### config.mk
export PLATFORM = sky130hd
export DESIGN_NAME = dpod_top
export DESIGN_NICKNAME = d
export VERILOG_FILES = /design/src/rtl/dpod_width_dec.v /design/src/rtl/dpod_addr_step.v /design/src/rtl/dpod_top.v
export VERILOG_INCLUDE_DIRS = /design/src /design/src/rtl
export SDC_FILE = /design/constraint.sdc
export NUM_CORES = 1
export LEC_CHECK = 0
export BUFFER_PORTS_ARGS = -buffer_cell sky130_fd_sc_hd__buf_2
export CAP_MARGIN = 15
export CORE_AREA = 2 2 191 193
export CTS_BUF_LIST = sky130_fd_sc_hd__clkbuf_16
export CTS_CLUSTER_SIZE = 16
export DETAILED_ROUTE_END_ITERATION = 8
export DIE_AREA = 0 0 193 195
export PLACE_DENSITY = 0.86
export SLEW_MARGIN = 20
export SYNTH_ARGS = -nofsm -noshare
export SYNTH_HDL_FRONTEND = slang
export SYNTH_SLANG_ARGS = --single-unit
### constraint.sdc
create_clock -name clk -period 3.9 [get_ports clk]
set_input_delay 0 -clock clk [delete_from_list [all_inputs] [get_ports clk]]
set_output_delay 0 -clock clk [all_outputs]
set_load 0.01 [all_outputs]
### src/rtl/dpod_defs.vh
// register offsets, field positions and timing constants for the option decoder
`ifndef DPOD_DEFS_VH
`define DPOD_DEFS_VH
`define DPOD_OFF_OPTIONS    4'h0
`define DPOD_OFF_SOURCE     4'h4
`define DPOD_OFF_COUNT      4'h8
`define DPOD_OFF_CONTROL    4'hc
`define DPOD_OFF_STATUS     4'h0
`define DPOD_SAM_BIT        0
`define DPOD_DAM_BIT        1
`define DPOD_SYNC_BIT       2
`define DPOD_STATIC_BIT     3
`define DPOD_FIFO_WIDTH_CODE_LSB       8
`define DPOD_FIFO_WIDTH_CODE_MSB       10
`define DPOD_CMODE_BIT      11
`define DPOD_CCODE_LSB      12
`define DPOD_CCODE_MSB      17
`define DPOD_OPT_WMASK      32'h0003_ff0f
`define DPOD_OPT_RESET      32'h0000_0000
`define DPOD_CNT_RESET      32'h0001_0001
`define DPOD_FIFO_WIDTH_CODE_MAX       3'h5
`define DPOD_CLK_MHZ        25
`define DPOD_XFER_NS        40
`define DPOD_XFER_CYC       ((`DPOD_XFER_NS * `DPOD_CLK_MHZ + 999) / 1000)
`endif

### src/rtl/dpod_width_dec.v
// fifo width code to byte wrap mask
`timescale 1ns/100ps
`include "dpod_defs.vh"
module dpod_width_dec
(
  input  wire [2:0] fifo_width_code, // width code
  output reg  [5:0] wrap_mask,       // byte wrap mask
  output reg        code_reserved    // code 6..7
);
  always @*
  begin
    code_reserved = (fifo_width_code > `DPOD_FIFO_WIDTH_CODE_MAX);
    // reserved codes fall back to the widest legal width, never beyond
    case (fifo_width_code)
      3'h0:    wrap_mask = 6'h00;
      3'h1:    wrap_mask = 6'h01;
      3'h2:    wrap_mask = 6'h03;
      3'h3:    wrap_mask = 6'h07;
      3'h4:    wrap_mask = 6'h0f;
      default: wrap_mask = 6'h1f;
    endcase
  end
endmodule // dpod_width_dec

### src/rtl/dpod_addr_step.v
// next address within an array: increment or wrap in a fifo window
`timescale 1ns/100ps
module dpod_addr_step
(
  input  wire [31:0] base_addr,  // array start address
  input  wire [31:0] cur_addr,   // current address
  input  wire        const_mode, // constant addressing
  input  wire [5:0]  wrap_mask,  // fifo width minus one
  output wire [31:0] next_addr   // next byte address
);
  wire [31:0] inc_addr;
  wire [31:0] mask32;
  assign inc_addr = cur_addr + 32'h0000_0001;
  assign mask32   = {26'h0000000, wrap_mask};
  // wrap keeps the upper bits of the array start, cycling the low bits
  assign next_addr = const_mode ?
                     ((base_addr & ~mask32) | (inc_addr & mask32)) :
                     inc_addr;
endmodule // dpod_addr_step

### src/rtl/dpod_top.v
// parameter set option decoder and byte mover for one channel
//
// Implementation choices: register access over Wishbone and the placing of the registers.
`timescale 1ns/100ps
`include "dpod_defs.vh"
module dpod_top
(
  input  wire        clk,          // 25 MHz clock
  input  wire        rst_n,        // async reset, active low
  input  wire        ce,           // clock enable
  input  wire        wb_cyc_i,     // wishbone cycle
  input  wire        wb_stb_i,     // wishbone strobe
  input  wire        wb_we_i,      // write enable
  input  wire [3:0]  wb_adr_i,     // byte address
  input  wire [3:0]  wb_sel_i,     // byte selects
  input  wire [31:0] wb_dat_i,     // write data
  output reg  [31:0] wb_dat_o,     // read data
  output reg         wb_ack_o,     // acknowledge
  input  wire        trig_event,   // sync event pulse
  output reg         req_valid,    // transfer request valid
  input  wire        req_ready,    // controller takes request
  output reg  [31:0] req_src,      // request source address
  output reg  [31:0] req_dst,      // request dest address
  input  wire        xfer_done,    // controller finished data
  output reg         done_pulse,   // completion strobe
  output reg  [5:0]  done_code,    // completion code
  output reg  [63:0] pending_reg   // pending bits
);
  localparam ST_IDLE = 2'h0;
  localparam ST_REQ  = 2'h1;
  localparam ST_WAIT = 2'h2;

  reg  [31:0] options_reg;
  reg  [31:0] source_reg;
  reg  [31:0] count_reg;
  reg  [31:0] dest_reg;
  reg  [1:0]  state_reg;
  reg  [31:0] src_base_reg;
  reg  [31:0] dst_base_reg;
  reg  [15:0] byte_cnt_reg;
  reg  [15:0] arr_cnt_reg;
  reg  [15:0] arr_left_reg;
  reg  [31:0] set_src_reg;
  reg         busy_reg;
  reg  [31:0] rd_next;
  reg  [63:0] pend_next;

  wire [5:0]  wrap_mask;
  wire        code_reserved;
  wire [31:0] src_step;
  wire [31:0] dst_step;
  wire        wb_req;
  wire        wb_wr;
  wire        source_addr_mode;
  wire        dest_addr_mode;
  wire [15:0] first_dim_bytes;
  wire [15:0] arrays_per_frame;
  wire        last_byte;
  wire        last_arr;
  wire        complete;
  wire [5:0]  completion_code;

  function [31:0] lane_merge;
    input [31:0] old_v;
    input [31:0] new_v;
    input [3:0]  sel;
    integer i;
    begin
      lane_merge = old_v;
      for (i = 0; i < 4; i = i + 1)
        if (sel[i])
          lane_merge[i*8 +: 8] = new_v[i*8 +: 8];
    end
  endfunction

  assign wb_req = wb_cyc_i & wb_stb_i & ~wb_ack_o;
  assign wb_wr  = wb_cyc_i & wb_stb_i & wb_we_i & wb_ack_o;
  assign source_addr_mode    = options_reg[`DPOD_SAM_BIT];
  assign dest_addr_mode    = options_reg[`DPOD_DAM_BIT];
  assign first_dim_bytes  = count_reg[15:0];
  assign arrays_per_frame = count_reg[31:16];
  assign completion_code  = options_reg[`DPOD_CCODE_MSB:`DPOD_CCODE_LSB];
  assign last_byte = (byte_cnt_reg == first_dim_bytes - 16'h0001);
  assign last_arr  = (arr_cnt_reg == arr_left_reg - 16'h0001);

  dpod_width_dec u_wdec
  (
    .fifo_width_code (options_reg[`DPOD_FIFO_WIDTH_CODE_MSB:`DPOD_FIFO_WIDTH_CODE_LSB]),
    .wrap_mask       (wrap_mask),
    .code_reserved   (code_reserved)
  );

  // width mask only matters when that side is in constant mode
  dpod_addr_step u_src_step
  (
    .base_addr  (src_base_reg),
    .cur_addr   (req_src),
    .const_mode (source_addr_mode),
    .wrap_mask  (wrap_mask),
    .next_addr  (src_step)
  );

  dpod_addr_step u_dst_step
  (
    .base_addr  (dst_base_reg),
    .cur_addr   (req_dst),
    .const_mode (dest_addr_mode),
    .wrap_mask  (wrap_mask),
    .next_addr  (dst_step)
  );

  // completion point: hand-over of last request or data finished
  assign complete = options_reg[`DPOD_CMODE_BIT] ?
                    (state_reg == ST_REQ && req_ready && last_byte &&
                     last_arr) :
                    (state_reg == ST_WAIT && xfer_done);

  always @*
  begin
    case (wb_adr_i)
      `DPOD_OFF_OPTIONS: rd_next = options_reg & `DPOD_OPT_WMASK;
      `DPOD_OFF_SOURCE:  rd_next = source_reg;
      `DPOD_OFF_COUNT:   rd_next = count_reg;
      `DPOD_OFF_CONTROL: rd_next = {29'h0, code_reserved, dest_addr_mode | source_addr_mode,
                                    busy_reg};
      default:           rd_next = 32'h0000_0000;
    endcase
  end

  always @*
  begin
    pend_next = pending_reg;
    if (complete)
      pend_next[completion_code] = 1'b1;
  end

  // completion outputs: one-cycle strobe, code held until the next one
  always @(posedge clk or negedge rst_n)
  begin
    if (!rst_n)
    begin
      done_pulse  <= 1'b0;
      done_code   <= 6'h00;
      pending_reg <= 64'h0;
    end
    else if (ce)
    begin
      done_pulse  <= complete;
      pending_reg <= pend_next;
      if (complete)
        done_code <= completion_code;
    end
  end

  // bus slave: ack one cycle after the request; read data is latched with
  // it and stands while ack is high
  always @(posedge clk or negedge rst_n)
  begin
    if (!rst_n)
    begin
      wb_ack_o <= 1'b0;
      wb_dat_o <= 32'h0000_0000;
    end
    else if (ce)
    begin
      wb_ack_o <= wb_req;
      if (wb_req)
        wb_dat_o <= rd_next;
    end
  end

  // writes land on the edge where the master samples ack, so a request
  // dropped before ack leaves the registers untouched
  always @(posedge clk or negedge rst_n)
  begin
    if (!rst_n)
      options_reg <= `DPOD_OPT_RESET;
    else if (ce && wb_wr && wb_adr_i == `DPOD_OFF_OPTIONS)
      options_reg <= lane_merge(options_reg, wb_dat_i, wb_sel_i) &
                     `DPOD_OPT_WMASK;
  end

  // a software write wins over the reload at the end of a transfer
  always @(posedge clk or negedge rst_n)
  begin
    if (!rst_n)
      source_reg <= 32'h0000_0000;
    else if (ce)
    begin
      if (wb_wr && wb_adr_i == `DPOD_OFF_SOURCE)
        source_reg <= lane_merge(source_reg, wb_dat_i, wb_sel_i);
      else if (state_reg == ST_WAIT && xfer_done &&
               !options_reg[`DPOD_STATIC_BIT])
        source_reg <= set_src_reg;
    end
  end

  always @(posedge clk or negedge rst_n)
  begin
    if (!rst_n)
      count_reg <= `DPOD_CNT_RESET;
    else if (ce && wb_wr && wb_adr_i == `DPOD_OFF_COUNT)
      count_reg <= lane_merge(count_reg, wb_dat_i, wb_sel_i);
  end

  always @(posedge clk or negedge rst_n)
  begin
    if (!rst_n)
      dest_reg <= 32'h0000_0000;
    else if (ce && wb_wr && wb_adr_i == `DPOD_OFF_CONTROL)
      dest_reg <= lane_merge(dest_reg, wb_dat_i, wb_sel_i);
  end

  // mover: one byte per request, walking arrays of the frame
  always @(posedge clk or negedge rst_n)
  begin
    if (!rst_n)
    begin
      state_reg    <= ST_IDLE;
      req_valid    <= 1'b0;
      req_src      <= 32'h0000_0000;
      req_dst      <= 32'h0000_0000;
      src_base_reg <= 32'h0000_0000;
      dst_base_reg <= 32'h0000_0000;
      byte_cnt_reg <= 16'h0000;
      arr_cnt_reg  <= 16'h0000;
      arr_left_reg <= 16'h0000;
      set_src_reg  <= 32'h0000_0000;
      busy_reg     <= 1'b0;
    end
    else if (ce)
    begin
      case (state_reg)
        ST_IDLE:
        begin
          if (trig_event && first_dim_bytes != 16'h0000)
          begin
            state_reg    <= ST_REQ;
            busy_reg     <= 1'b1;
            req_valid    <= 1'b1;
            req_src      <= source_reg;
            req_dst      <= dest_reg;
            src_base_reg <= source_reg;
            dst_base_reg <= dest_reg;
            byte_cnt_reg <= 16'h0000;
            arr_cnt_reg  <= 16'h0000;
            // one array per event, or all arrays of the frame
            arr_left_reg <= options_reg[`DPOD_SYNC_BIT] ?
                            arrays_per_frame : 16'h0001;
          end
        end
        ST_REQ:
        begin
          if (req_ready)
          begin
            if (last_byte)
            begin
              byte_cnt_reg <= 16'h0000;
              if (last_arr)
              begin
                req_valid <= 1'b0;
                state_reg <= ST_WAIT;
                // next array continues after this one
                set_src_reg <= src_step;
              end
              else
              begin
                arr_cnt_reg  <= arr_cnt_reg + 16'h0001;
                // wrap mode restarts each array at its base window
                req_src      <= source_addr_mode ? src_base_reg : src_step;
                req_dst      <= dest_addr_mode ? dst_base_reg : dst_step;
                src_base_reg <= source_addr_mode ? src_base_reg : src_step;
                dst_base_reg <= dest_addr_mode ? dst_base_reg : dst_step;
              end
            end
            else
            begin
              byte_cnt_reg <= byte_cnt_reg + 16'h0001;
              req_src      <= src_step;
              req_dst      <= dst_step;
            end
          end
        end
        ST_WAIT:
        begin
          // static sets keep source_reg; mode 1 already fired
          if (xfer_done)
          begin
            state_reg <= ST_IDLE;
            busy_reg  <= 1'b0;
          end
        end
        default:
          state_reg <= ST_IDLE;
      endcase
    end
  end
endmodule // dpod_top

==> results.py <==
metrics = {
    "run_status": {
        "status": "complete, no violations",
    },
    "global_route": {
        "grt_start_max_net_pins": 107,
        "grt_pass1_wl_mm": 97.6,
        "track_usage": 0.330,
        "first_global_vias": 17500,
        "grt_overflow_total": 0,
        "antenna_found_initial": 1,
    },
    "sta": {
        "fin_worst_skew_ns": 0.0125,
        "setup_tns_ns": 0,
        "rsz0062_at_grt": "no",
        "fin_crit_ns": 3.73,
        "tightest_slew_ns": 1.08,
        "setup_viol": 0,
        "post-route-period-util": 0.955,
        "hold_viol": 0,
        "relSlewSlack": 0.282,
        "final_max_slew_viol_count": 0,
        "max_freq_ghz": 0.268,
    },
    "cts": {
        "root_buffer": "clkbuf_16",
        "clk_pin_slew_ns": 0.07,
        "numCtsBuffers": 43,
        "cts_max_level": 2,
        "clockBufferDepth": 3,
        "clk-insertion-delay-late_ns": 0.55,
        "cts_sinks": 426,
        "cts_tree": "yes",
        "cts-resized-gates": 0,
    },
    "power_and_ir_drop": {
        "switching_share": 0.310,
        "irDropWorstVdd_v": 0.000479,
        "intPower_w": 0.00790,
        "switchingPower_w": 0.00354,
        "pwr-share-clk": 0.358,
        "power_frac_seq": 0.450,
        "power_w": 0.0114,
        "powerDensity_nw_per_um2": 467,
        "p_comb_frac": 0.192,
        "power_leakage_nw": 11.8,
    },
    "cells_and_area": {
        "fin_area_um2": 24500,
        "multi_input_area_um2": 9780,
        "largest_reg_flops": 64,
        "fillCellCount": 2481,
        "regArea_um2": 10700,
        "fin_cells": 2755,
        "fin_util": 0.692,
        "nNetsFinal": 2316,
        "area_growth_pct": 16.3,
        "drive_gt1_frac": 0.263,
    },
    "worst_setup_path": {
        "rr_startpoint": "count_reg[0]",
        "crit_start": "count_reg[0]",
        "r2r_setup_slack_ns": 0.17,
        "cp_top_family": "compound AO/OA/AOI/OAI gates",
        "critPathArrivalTime_ns": 4.16,
        "r2r-end": "req_src[9]",
        "crit_path_end_kind": "flop",
        "cpPeakStageDelay_ns": 0.60,
        "crit_fanout": 63,
        "rr_worst_depth": 10,
        "timing.critical_path.buf_inv": 2,
        "required_ns": 4.33,
        "path_class": "flop to flop",
        "cp-start-kind": "flop",
        "cp_slowest_cell": "dfstp_2",
        "crit_chain": "inv_1, ha_1, or3_1, a31oi_1, o211ai_1, a2111oi_4, nand3_1, o21ai_4, buf_12, mux2_2",
    },
    "detailed_routing": {
        "drc": 0,
        "highest_layer": "met4",
        "wl_mm": 61.9,
        "postRouteAntennaNets": 0,
        "drt-wirelength-per-cell_um": 22.5,
        "wl_met3_mm": 5.62,
        "via_per_inst": 6.45,
        "num_vias": 17800,
        "first_pass_iters": 7,
        "drt_iter0_markers": 1900,
        "met1_length_mm": 24.6,
        "wl_met2_mm": 28.5,
    },
    "die": {
        "num_rows": 69,
        "core_um2": 35400,
        "pin_count": 218,
        "fp.dieH_um": 195,
        "die_width_um": 193,
        "die_area_um2": 37600,
        "initial_utilization": 0.595,
    },
    "placed_design": {
        "hpwl_mm": 41.8,
        "place_area_um2": 22700,
        "portBuffers": 217,
        "gp_congestion": 0.923,
        "dp.cells": 2634,
    },
    "synth": {
        "yosysWarnings": 0,
        "synthMostInstantiatedCell": "dfrtp_1",
        "yosysSeqAreaShare": 0.507,
        "avgSynthCellArea_um2": 10.3,
        "synth_area_leaders": "dfrtp_1 50%, mux2_2 9.5%, o21ai_0 4.0%",
        "synth_cell_type_count": 76,
        "syn_nets": 2101,
        "netlist_area_um2": 21100,
        "netlist_top_cells_count": "424 x dfrtp_1, 223 x nand2_1, 178 x mux2_2",
        "syn_inst": 2046,
        "netlist.area_leader.share": 0.504,
        "synthArstFlopShare": 1.00,
        "ys.flop_type": "dfrtp_1",
        "synth_enable_flop_cells": 0,
        "ys_ff_latch": 426,
        "yosysTopAreaCell": "dfrtp_1",
    },
    "min_path": {
        "holdCritPathClass": "input port to flop",
        "whs_endpoint": "source_reg[13]",
        "hold-path-cell-count": 4,
        "worstHoldStart": "wb_sel_i[1]",
    },
    "job": {
        "drv_cap": 0,
    },
}
## what timing repair did
item,4_1_cts,5_1_grt
setup endpoints to repair,0,231
hold buffers,40,0
buffers inserted,0,3
hold endpoints to repair,213,0
## layer usage
metal | vias up | track usage
li1 | 7796 | -
met1 | 8767 | 0.448
met2 | 982 | 0.513
met3 | 215 | 0.0633
met4 | 0 | 0.154
met5 | - | 0
## tightest hold or removal path: stages
cell	delay [ns]
buf_2	0.13
inv_1	0.07
a21oi_2	0.18
a21oi_1	0.17
## power by group through the flow
stage	Combinational (W)	Clock (W)	Sequential (W)
2_1_floorplan	0.00136	0	0.00510
3_3_place_gp	0.00200	0	0.00518
3_5_place_dp	0.00207	0	0.00520
4_1_cts	0.00213	0.00412	0.00513
5_1_grt	0.00236	0.00428	0.00518
6_report	0.00219	0.00410	0.00515
## cells by family (layout without fill, tap and decap cells)
family | after synthesis | count (layout) | synth area share
compound gates | 475 | 475 | 0.144
xor+xnor | 99 | 99 | 0.0412
fa+ha+maj | 6 | 6 | 0.00357
buf+inv | 167 | 414 | 0.0322
flops | 426 | 426 | 0.507
mux | 248 | 248 | 0.130
other cells | 0 | 1 | 0
simple gates | 625 | 625 | 0.143
## layout make-up
| cell class | instances | area share |
|---|---|---|
| Antenna cell | 1 | 0.000102 |
| Clock buffer | 45 | 0.0460 |
| Clock inverter | 32 | 0.0102 |
| Inverter | 32 | 0.00491 |
| Multi-Input combinational cell | 1453 | 0.400 |
| Sequential cell | 426 | 0.436 |
| Tap cell | 461 | 0.0236 |
| Timing Repair Buffer | 305 | 0.0799 |
## stage by stage
step | setup slack (ns) | hold WS [ns]
2_1_floorplan | 0.410 | -0.296
3_3_place_gp | 0.184 | 0.141
3_5_place_dp | 0.0890 | 0.151
4_1_cts | 0.0133 | 0.0562
5_1_grt | 0.0162 | 0.0756
6_report | 0.175 | 0.0395
## placed cells by master, fill, tap and decap left out, types with 44 or more instances in the layout
cell | synthesis | layout
nor2_1 | 137 | 134
buf_2 | 22 | 216
xor2_1 | 51 | 51
nand2_1 | 223 | 223
inv_1 | 32 | 44
dfrtp_1 | 424 | 423
a21oi_1 | 117 | 114
mux2i_1 | 52 | 52
clkbuf_16 | 0 | 45
o21ai_0 | 169 | 168
a31o_2 | 68 | 68
nand3_1 | 64 | 64
xnor2_1 | 48 | 48
mux2_2 | 178 | 178
## how the worst max path moves through the flow
stage               slack (ns)          end  cells after the start
floorplan                 0.41  req_src[31]                     12
global placement          0.18  req_src[15]                      8
detailed placement        0.09  req_src[26]                      8
CTS                       0.01  req_src[26]                      8
global route              0.02   req_src[9]                     10
finish                    0.17   req_src[9]                     10
(Power assumes the default switching activity.)
